<file path="config.mk">
export PLATFORM = sky130hd
export DESIGN_NAME = common_reset_and_interrupt_summary
export DESIGN_NICKNAME = d
export VERILOG_FILES = /design/src/rtl/common_ctrl_pkg.sv /design/src/rtl/event_rise_detect.sv /design/src/rtl/sticky_flags.sv /design/src/rtl/common_reset_and_interrupt_summary.sv
export VERILOG_INCLUDE_DIRS = /design/src /design/src/rtl
export SDC_FILE = /design/constraint.sdc
export NUM_CORES = 1
export LEC_CHECK = 0
export ABC_CLOCK_PERIOD_IN_PS = 1600
export BUFFER_PORTS_ARGS = -buffer_cell sky130_fd_sc_hd__buf_2
export CAP_MARGIN = 20
export CORE_MARGIN = 1.5
export CORE_UTILIZATION = 43
export DETAILED_ROUTE_END_ITERATION = 16
export PLACE_DENSITY = 0.73
export SYNTH_ARGS = -nofsm -noshare
export SYNTH_HDL_FRONTEND = slang
export SYNTH_SLANG_ARGS = --single-unit
</file>
<file path="constraint.sdc">
create_clock -name mclk_in -period 1.6 [get_ports mclk_in]
set_input_delay 0.24 -clock mclk_in [delete_from_list [all_inputs] [get_ports mclk_in]]
set_output_delay 0.24 -clock mclk_in [all_outputs]
set_load 0.1 [all_outputs]
</file>
<file path="src/rtl/common_ctrl_regs.svh">
`ifndef COMMON_CTRL_REGS_SVH
`define COMMON_CTRL_REGS_SVH

// Register indices; byte address is four times the index
`define IDX_RESET_CONTROL     18'h3_0b20
`define IDX_SPARE_AND_FORCE   18'h3_0b21
`define IDX_STATUS_RESERVED   18'h3_0b28
`define IDX_SOURCE_SUMMARY    18'h3_0b29
`define IDX_IRQ_STATUS        18'h3_0b30
`define IDX_IRQ_MASK          18'h3_0b31

// Field positions, common_reset_control
`define BIT_XCVR_HARD_RESET   4
`define BIT_MEMCTL_SOFT_RESET 5
`define BIT_LINK_A_SOFT_RESET 6
`define BIT_LINK_B_SOFT_RESET 7
`define CTRL_WRITE_MASK       8'h00_f0

// Field positions, common_spare_and_force
`define SPARE_MSB             6
`define BIT_FORCE             7

// Summary bit positions
`define SUM_TRANSCEIVER       0
`define SUM_MEMCTL_CORE       1
`define SUM_MEMCTL_FIFO       2
`define SUM_BUFFER_BANK       3
`define SUM_LINK_B_GROUP2     4
`define SUM_LINK_B_GROUP1     5
`define SUM_LINK_A_GROUP2     6
`define SUM_LINK_A_GROUP1     7

// Reset values
`define RST_BYTE              8'h00_00
`define RST_WORD              32'h0000_0000
`define ALL_ONES_BYTE         8'h00_ff

`endif

</file>
<file path="src/rtl/common_ctrl_pkg.sv">
package common_ctrl_pkg;

    typedef logic [7:0] byte_reg_t;

    typedef enum logic [0:0] {
        APB_WAIT   = 1'b0,
        APB_ANSWER = 1'b1
    } apb_phase_t;

endpackage : common_ctrl_pkg

</file>
<file path="src/rtl/event_rise_detect.sv">
`timescale 1ns/1ps
`include "common_ctrl_regs.svh"

module event_rise_detect #(
    parameter int WIDTH = 8
) (
    input  wire logic             mclk_in,
    input  wire logic             nrst_in,
    input  wire logic [WIDTH-1:0] level_in,
    output logic      [WIDTH-1:0] rise_out
);

    logic [WIDTH-1:0] prev_q;

    ////////////////////////////////////////////////////////////////////////////
    // A persisting event gives one pulse only; it must drop before the next
    genvar i;
    generate
        for (i = 0; i < WIDTH; i++) begin : g_bit
            always_ff @(posedge mclk_in or negedge nrst_in) begin
                if (!nrst_in) begin
                    prev_q[i] <= 1'b0;
                end else begin
                    prev_q[i] <= level_in[i];
                end
            end
            assign rise_out[i] = level_in[i] & ~prev_q[i];
        end
    endgenerate

endmodule : event_rise_detect

</file>
<file path="src/rtl/sticky_flags.sv">
`timescale 1ns/1ps
`include "common_ctrl_regs.svh"

module sticky_flags #(
    parameter int WIDTH = 8
) (
    input  wire logic             mclk_in,
    input  wire logic             nrst_in,
    input  wire logic [WIDTH-1:0] set_in,
    input  wire logic [WIDTH-1:0] clr_in,
    output logic      [WIDTH-1:0] flags_out
);

    ////////////////////////////////////////////////////////////////////////////
    // Set wins over clear so an event in the clearing cycle is kept
    genvar i;
    generate
        for (i = 0; i < WIDTH; i++) begin : g_bit
            always_ff @(posedge mclk_in or negedge nrst_in) begin
                if (!nrst_in) begin
                    flags_out[i] <= 1'b0;
                end else if (set_in[i]) begin
                    flags_out[i] <= 1'b1;
                end else if (clr_in[i]) begin
                    flags_out[i] <= 1'b0;
                end
            end
        end
    endgenerate

endmodule : sticky_flags

</file>
<file path="src/rtl/common_reset_and_interrupt_summary.sv">
// Overview of operation
// - Writing one to the transceiver hard-reset bit holds the transceiver block in reset.
// - The hard-reset bit and the fabric reset input act alike; either resets the transceiver.
// - A control bit applies a software reset to the memory controller.
// - A control bit applies a software reset to packet link core A.
// - A control bit applies a software reset to packet link core B.
// - The seven spare bits are plain read/write storage, reset to zero, with no effect.
// - The force bit sets force_enabled_out and forces every event level high, setting each summary and status bit whose event was low.
// - The summary transceiver bit sets on an enabled transceiver interrupt.
// - A summary bit sets on an enabled memory controller interrupt not from its FIFOs.
// - A separate summary bit sets on an enabled memory controller FIFO interrupt.
// - A summary bit sets on an enabled interrupt from any buffer RAM FIFO bank.
// - A summary bit sets on an enabled interrupt from link B's second status group.
// - A summary bit sets on an enabled interrupt from link B's first status group.
// - A summary bit sets on an enabled interrupt from link A's second status group.
// - A summary bit sets on an enabled interrupt from link A's first status group.
// - Summary bits clear on read and set again only after the event drops and returns.
//
// Decided for this implementation: the APB slave port.
`timescale 1ns/1ps
`include "common_ctrl_regs.svh"

module common_reset_and_interrupt_summary (
    input  wire logic                        mclk_in,
    input  wire logic                        nrst_in,
    // APB slave
    input  wire logic                        psel_in,
    input  wire logic                        penable_in,
    input  wire logic                        pwrite_in,
    input  wire logic [19:0]                 paddr_in,
    input  wire logic [31:0]                 pwdata_in,
    input  wire logic [3:0]                  pstrb_in,
    output logic      [31:0]                 prdata_out,
    output logic                             pready_out,
    output logic                             pslverr_out,
    // Enabled interrupt levels from the source blocks
    input  wire logic                        transceiver_event_in,
    input  wire logic                        memctl_core_event_in,
    input  wire logic                        memctl_fifo_event_in,
    input  wire logic                        buffer_bank_event_in,
    input  wire logic                        link_b_group2_event_in,
    input  wire logic                        link_b_group1_event_in,
    input  wire logic                        link_a_group2_event_in,
    input  wire logic                        link_a_group1_event_in,
    input  wire logic                        fabric_transceiver_reset_input_in,
    // Control outputs
    output logic                             transceiver_hard_reset_out,
    output logic                             memctl_soft_reset_out,
    output logic                             link_a_soft_reset_out,
    output logic                             link_b_soft_reset_out,
    output logic                             force_enabled_out,
    output logic                             irq_out,
    output common_ctrl_pkg::byte_reg_t       summary_out
);

    import common_ctrl_pkg::*;

    byte_reg_t   ctrl_q;
    byte_reg_t   spare_force_q;
    byte_reg_t   mask_q;
    byte_reg_t   summary_q;
    byte_reg_t   irq_status_q;
    byte_reg_t   event_level;
    byte_reg_t   event_rise;
    byte_reg_t   summary_clr;
    byte_reg_t   status_clr;
    apb_phase_t  phase_q;
    logic [17:0] reg_idx;
    logic        word_aligned;
    logic        access;
    logic        done;
    logic        wr_en;
    logic        rd_done;
    logic        hit_ctrl;
    logic        hit_spare;
    logic        hit_rsvd;
    logic        hit_summary;
    logic        hit_status;
    logic        hit_mask;
    logic        hit_any;
    byte_reg_t   rd_byte;

    ////////////////////////////////////////////////////////////////////////////
    // Address decode
    assign reg_idx      = paddr_in[19:2];
    assign word_aligned = (paddr_in[1:0] == 2'h0);
    assign hit_ctrl     = word_aligned && (reg_idx == `IDX_RESET_CONTROL);
    assign hit_spare    = word_aligned && (reg_idx == `IDX_SPARE_AND_FORCE);
    assign hit_rsvd     = word_aligned && (reg_idx == `IDX_STATUS_RESERVED);
    assign hit_summary  = word_aligned && (reg_idx == `IDX_SOURCE_SUMMARY);
    assign hit_status   = word_aligned && (reg_idx == `IDX_IRQ_STATUS);
    assign hit_mask     = word_aligned && (reg_idx == `IDX_IRQ_MASK);
    assign hit_any      = hit_ctrl | hit_spare | hit_rsvd | hit_summary
                        | hit_status | hit_mask;

    // One wait state so read data and pready come straight from flops
    assign access  = psel_in && penable_in;
    assign done    = access && (phase_q == APB_ANSWER);
    assign wr_en   = done && pwrite_in && hit_any && pstrb_in[0];
    assign rd_done = done && !pwrite_in;

    always_ff @(posedge mclk_in or negedge nrst_in) begin
        if (!nrst_in) begin
            phase_q <= APB_WAIT;
        end else begin
            unique case (phase_q)
                APB_WAIT: begin
                    if (access) begin
                        phase_q <= APB_ANSWER;
                    end
                end
                APB_ANSWER: begin
                    phase_q <= APB_WAIT;
                end
            endcase
        end
    end

    always_comb begin
        rd_byte = `RST_BYTE;
        if (hit_ctrl) begin
            rd_byte = ctrl_q;
        end else if (hit_spare) begin
            rd_byte = spare_force_q;
        end else if (hit_summary) begin
            rd_byte = summary_q;
        end else if (hit_status) begin
            rd_byte = irq_status_q;
        end else if (hit_mask) begin
            rd_byte = mask_q;
        end
    end

    always_ff @(posedge mclk_in or negedge nrst_in) begin
        if (!nrst_in) begin
            pready_out  <= 1'b0;
            prdata_out  <= `RST_WORD;
            pslverr_out <= 1'b0;
        end else if (access && (phase_q == APB_WAIT)) begin
            pready_out  <= 1'b1;
            prdata_out  <= pwrite_in ? `RST_WORD : {24'h00_0000, rd_byte};
            pslverr_out <= !hit_any;
        end else begin
            pready_out  <= 1'b0;
            prdata_out  <= `RST_WORD;
            pslverr_out <= 1'b0;
        end
    end

    ////////////////////////////////////////////////////////////////////////////
    // Control registers
    always_ff @(posedge mclk_in or negedge nrst_in) begin
        if (!nrst_in) begin
            ctrl_q <= `RST_BYTE;
        end else if (wr_en && hit_ctrl) begin
            // Low nibble is reserved and stays zero
            ctrl_q <= pwdata_in[7:0] & `CTRL_WRITE_MASK;
        end
    end

    always_ff @(posedge mclk_in or negedge nrst_in) begin
        if (!nrst_in) begin
            spare_force_q <= `RST_BYTE;
        end else if (wr_en && hit_spare) begin
            spare_force_q <= pwdata_in[7:0];
        end
    end

    always_ff @(posedge mclk_in or negedge nrst_in) begin
        if (!nrst_in) begin
            mask_q <= `RST_BYTE;
        end else if (wr_en && hit_mask) begin
            mask_q <= pwdata_in[7:0];
        end
    end

    ////////////////////////////////////////////////////////////////////////////
    // Reset outputs; registered so the targets see a clean level
    always_ff @(posedge mclk_in or negedge nrst_in) begin
        if (!nrst_in) begin
            transceiver_hard_reset_out <= 1'b0;
        end else begin
            transceiver_hard_reset_out <= ctrl_q[`BIT_XCVR_HARD_RESET]
                                        | fabric_transceiver_reset_input_in;
        end
    end

    always_ff @(posedge mclk_in or negedge nrst_in) begin
        if (!nrst_in) begin
            memctl_soft_reset_out <= 1'b0;
            link_a_soft_reset_out <= 1'b0;
            link_b_soft_reset_out <= 1'b0;
        end else begin
            memctl_soft_reset_out <= ctrl_q[`BIT_MEMCTL_SOFT_RESET];
            link_a_soft_reset_out <= ctrl_q[`BIT_LINK_A_SOFT_RESET];
            link_b_soft_reset_out <= ctrl_q[`BIT_LINK_B_SOFT_RESET];
        end
    end

    // Source blocks force their own enabled bits; this one forces its inputs
    always_ff @(posedge mclk_in or negedge nrst_in) begin
        if (!nrst_in) begin
            force_enabled_out <= 1'b0;
        end else begin
            force_enabled_out <= spare_force_q[`BIT_FORCE];
        end
    end

    ////////////////////////////////////////////////////////////////////////////
    // Event gathering
    always_comb begin
        event_level                      = `RST_BYTE;
        event_level[`SUM_TRANSCEIVER]    = transceiver_event_in;
        event_level[`SUM_MEMCTL_CORE]    = memctl_core_event_in;
        event_level[`SUM_MEMCTL_FIFO]    = memctl_fifo_event_in;
        event_level[`SUM_BUFFER_BANK]    = buffer_bank_event_in;
        event_level[`SUM_LINK_B_GROUP2]  = link_b_group2_event_in;
        event_level[`SUM_LINK_B_GROUP1]  = link_b_group1_event_in;
        event_level[`SUM_LINK_A_GROUP2]  = link_a_group2_event_in;
        event_level[`SUM_LINK_A_GROUP1]  = link_a_group1_event_in;
        if (spare_force_q[`BIT_FORCE]) begin
            event_level = `ALL_ONES_BYTE;
        end
    end

    event_rise_detect #(
        .WIDTH (8)
    ) u_rise (
        .mclk_in  (mclk_in),
        .nrst_in  (nrst_in),
        .level_in (event_level),
        .rise_out (event_rise)
    );

    ////////////////////////////////////////////////////////////////////////////
    // Summary: cleared by reading it
    assign summary_clr = (rd_done && hit_summary) ? `ALL_ONES_BYTE : `RST_BYTE;

    sticky_flags #(
        .WIDTH (8)
    ) u_summary (
        .mclk_in   (mclk_in),
        .nrst_in   (nrst_in),
        .set_in    (event_rise),
        .clr_in    (summary_clr),
        .flags_out (summary_q)
    );

    // Interrupt status: same events, write one to clear
    assign status_clr = (wr_en && hit_status) ? pwdata_in[7:0] : `RST_BYTE;

    sticky_flags #(
        .WIDTH (8)
    ) u_status (
        .mclk_in   (mclk_in),
        .nrst_in   (nrst_in),
        .set_in    (event_rise),
        .clr_in    (status_clr),
        .flags_out (irq_status_q)
    );

    // Interrupt lags the status bit by one edge
    always_ff @(posedge mclk_in or negedge nrst_in) begin
        if (!nrst_in) begin
            irq_out <= 1'b0;
        end else begin
            irq_out <= |(irq_status_q & mask_q);
        end
    end

    // Summary flags are already flops; exported for observation
    assign summary_out = summary_q;

endmodule : common_reset_and_interrupt_summary

</file>
==> flow_summary.json <==
{
  "tns_ps": 0,
  "hp-class": "input port to register",
  "track_usage_pct": 18.6,
  "slew_viol_final": 0,
  "cap_violations": 0,
  "tightest_slew_ps": 509,
  "dpl.hpwl_um": 4900,
  "r2r_end": "mask_q[6]$_DFFE_PN0P_",
  "netlist_instances": 249,
  "cts_setup_buffers": 0,
  "holdPathEnd": "transceiver_hard_reset_out$_DFF_PN0_",
  "pin_count": 118,
  "core_um2": 6390,
  "detail_route.wl_per_cell_um": 15.1,
  "final_cell_area_um2": 3620,
  "setup_viol_count_final": 0,
  "layout_min_cycle_time_ps": 1520,
  "die_w_um": 84.6,
  "leakage_nw": 1.72,
  "synth_top_area_share_pct": 52.5,
  "place.gp.congestion": 0.867,
  "path_max_fanout": 5,
  "finalWirelength_um": 6410,
  "cts_buffers": 9,
  "num_vias": 2174,
  "worst_path_max_delay_cell": "buf_2",
  "seqCellArea_um2": 1510,
  "finalHoldViolCount": 0,
  "relSlewSlack_pct": 66.0,
  "overflow": 0,
  "min_path_cells": 2,
  "postSynth.asyncResetShare_pct": 100,
  "critPathArrivalTime_ps": 1280,
  "antenna_found_initial": 0,
  "rsz0062_at_grt": "false",
  "std_cell_rows": 29,
  "status": "complete, no violations",
  "clk_pin_slew_worst_paths_ps": 70,
  "nFillCells": 563,
  "seq_area_frac_synth_pct": 52.5,
  "fmax_mhz": 656,
  "ys_ff_latch": 60,
  "p_total_mw": 3.44,
  "synth.largest_area_cell": "dfrtp_1",
  "vias_per_cell": 5.13,
  "syn_area_per_cell_um2": 11.5,
  "drc": 0,
  "yosys-top-cells-area": "dfrtp_1, mux2_2, buf_4",
  "fin_crit_sh_pct": 95.3,
  "ant_nets": 0,
  "root_buffer": "clkbuf_8",
  "ys.flop_type": "dfrtp_1",
  "cts.sinks": 60,
  "skew_ps": 6.75,
  "yosysUniqueCellTypes": 35,
  "n_antenna_cell": 0,
  "vdd_drop_max_mv": 0.579,
  "cp-start-kind": "register",
  "clkLatencyLatePin_ps": 340,
  "drive_gt1_share_pct": 44.1,
  "first_pass_iters": 4,
  "multiInputGateArea_um2": 1270,
  "cts_tree": "built",
  "worst-setup-path-type": "register to primary output",
  "finalNetCount": 412,
  "placed_area_um2": 3390,
  "start_util_pct": 44.8,
  "cp.required_ps": 1360,
  "end_kind": "primary output",
  "grt_pass1_vias": 2082,
  "yosys_warnings": 0,
  "powerDensity_nw_per_um2": 950,
  "port_buffers": 66,
  "worstHoldStart": "fabric_transceiver_reset_input_in",
  "grt_pass1_wl_um": 10200,
  "area_growth_pct": 26.5,
  "grt_max_degree": 22,
  "rr_worst_depth": 5,
  "dieArea_um2": 7150,
  "r2r_start": "phase_q$_DFF_PN0_",
  "crit_chain": "buf_4 -> buf_2",
  "synth_edf_count": 0,
  "ctsHtreeMaxLevel": 3,
  "cpPeakStageDelay_ps": 420,
  "reg2reg_slack_ps": 90,
  "die_y_um": 84.6,
  "syn-cell-area_um2": 2860,
  "first_iter_violations": 134,
  "cts_buffer_depth": 2
}
per-stage QoR:
stage	util [%]	setup WS, ps	hold WS (ps)	std cells
6_report	56.7	75.9	94.3	424
4_1_cts	56.5	47.4	80.0	424
3_3_place_gp	53.1	-324	227	407
5_1_grt	56.7	12.3	83.9	424
2_1_floorplan	-	-238	-55.6	272
3_5_place_dp	53.1	-345	235	407
synth_stat cells, types with 4 or more instances:
cell	count
a21oi_1	12
nor2_1	14
mux2i_1	5
mux2_2	24
nand3_1	6
buf_4	24
a21o_1	8
nor2b_1	18
or2_2	9
nor3_1	7
clkbuf_1	5
o21ai_0	8
a221oi_1	4
nor4_4	4
nand2_1	4
a22oi_1	7
nand4_1	9
dfrtp_1	60
cells by family (layout without fill, tap and decap cells):
kind of cell / after synthesis / count (layout) / synth area share, %
AND/OR/NAND/NOR: 86 / 86 / 19.6
flip-flops: 60 / 60 / 52.5
AO/OA/AOI/OAI: 40 / 40 / 8.97
buffers and inverters: 33 / 108 / 7.61
multiplexers: 29 / 29 / 11.2
other: 1 / 24 / 0.131
worst max path at each step:
stage                                 start                            to  cells after the start
after floorplan           phase_q$_DFF_PN0_         mask_q[0]$_DFFE_PN0P_                      4
after global placement         paddr_in[15]  spare_force_q[4]$_DFFE_PN0P_                      6
after detailed placement       paddr_in[15]  spare_force_q[3]$_DFFE_PN0P_                      6
after CTS                 phase_q$_DFF_PN0_         mask_q[6]$_DFFE_PN0P_                      5
after global routing      phase_q$_DFF_PN0_       prdata_out[0]$_DFF_PN0_                      4
final                     phase_q$_DFF_PN0_                    pready_out                      2
cell usage in the layout (no fill, tap or decap), types with 2 or more instances in the layout:
| cell | netlist | layout |
|---|---|---|
| a21o_1 | 8 | 8 |
| a21oi_1 | 12 | 12 |
| a221oi_1 | 4 | 4 |
| a22oi_1 | 7 | 7 |
| and2_0 | 2 | 2 |
| buf_2 | 3 | 66 |
| buf_4 | 24 | 22 |
| clkbuf_8 | 0 | 10 |
| clkinvlp_4 | 0 | 3 |
| conb_1 | 1 | 24 |
| dfrtp_1 | 60 | 59 |
| mux2_2 | 24 | 20 |
| mux2_4 | 0 | 4 |
| mux2i_1 | 5 | 5 |
| nand2_1 | 4 | 4 |
| nand3_1 | 6 | 3 |
| nand3_2 | 1 | 4 |
| nand4_1 | 9 | 9 |
| nor2_1 | 14 | 14 |
| nor2b_1 | 18 | 18 |
| nor3_1 | 7 | 7 |
| nor4_4 | 4 | 4 |
| o21ai_0 | 8 | 8 |
| or2_2 | 9 | 9 |
layout make-up:
cell class	count	area share [%]
Timing Repair Buffer	91	14.8
Clock inverter	5	1.69
Tap cell	77	2.66
Multi-Input combinational cell	179	35.2
Sequential cell	60	41.6
Inverter	1	0.104
Clock buffer	11	3.91
metal layers:
layer  track usage, %  part of all wire (%)  up-vias
li1                 -                     -     1032
met1             25.6                    45     1059
met2             28.4                    48       76
met3             5.90                   6.3        7
met4             5.13                  0.87        0
met5                0                     0        -
critical path, delay by kind of cell, from the launching register on:
| family | cells | cell delay [ps] |
|---|---|---|
| flops | 1 | 410 |
| buf+inv | 2 | 540 |
state kept, by name, indices dropped and copies added (netlist names), 4 cells and up:
name	cells
prdata_out	8
ctrl_q	4
spare_force_q	8
u_status.flags_out	8
u_rise.prev_q	8
mask_q	8
u_summary.flags_out	8
power by group:
part | total (mW) | internal (mW) | switching, mW
Sequential | 1.53 | 1.53 | 0.00361
Combinational | 0.515 | 0.112 | 0.403
Clock | 1.39 | 0.764 | 0.623
what timing repair did:
item                                    in CTS  in global routing
resized for setup                            1                  2
hold buffers                                 1                  0
endpoints found under the hold margin       17                  0
pin swaps                                    0                  1
endpoints found under the setup margin       8                  9
(Power assumes the default switching activity.)
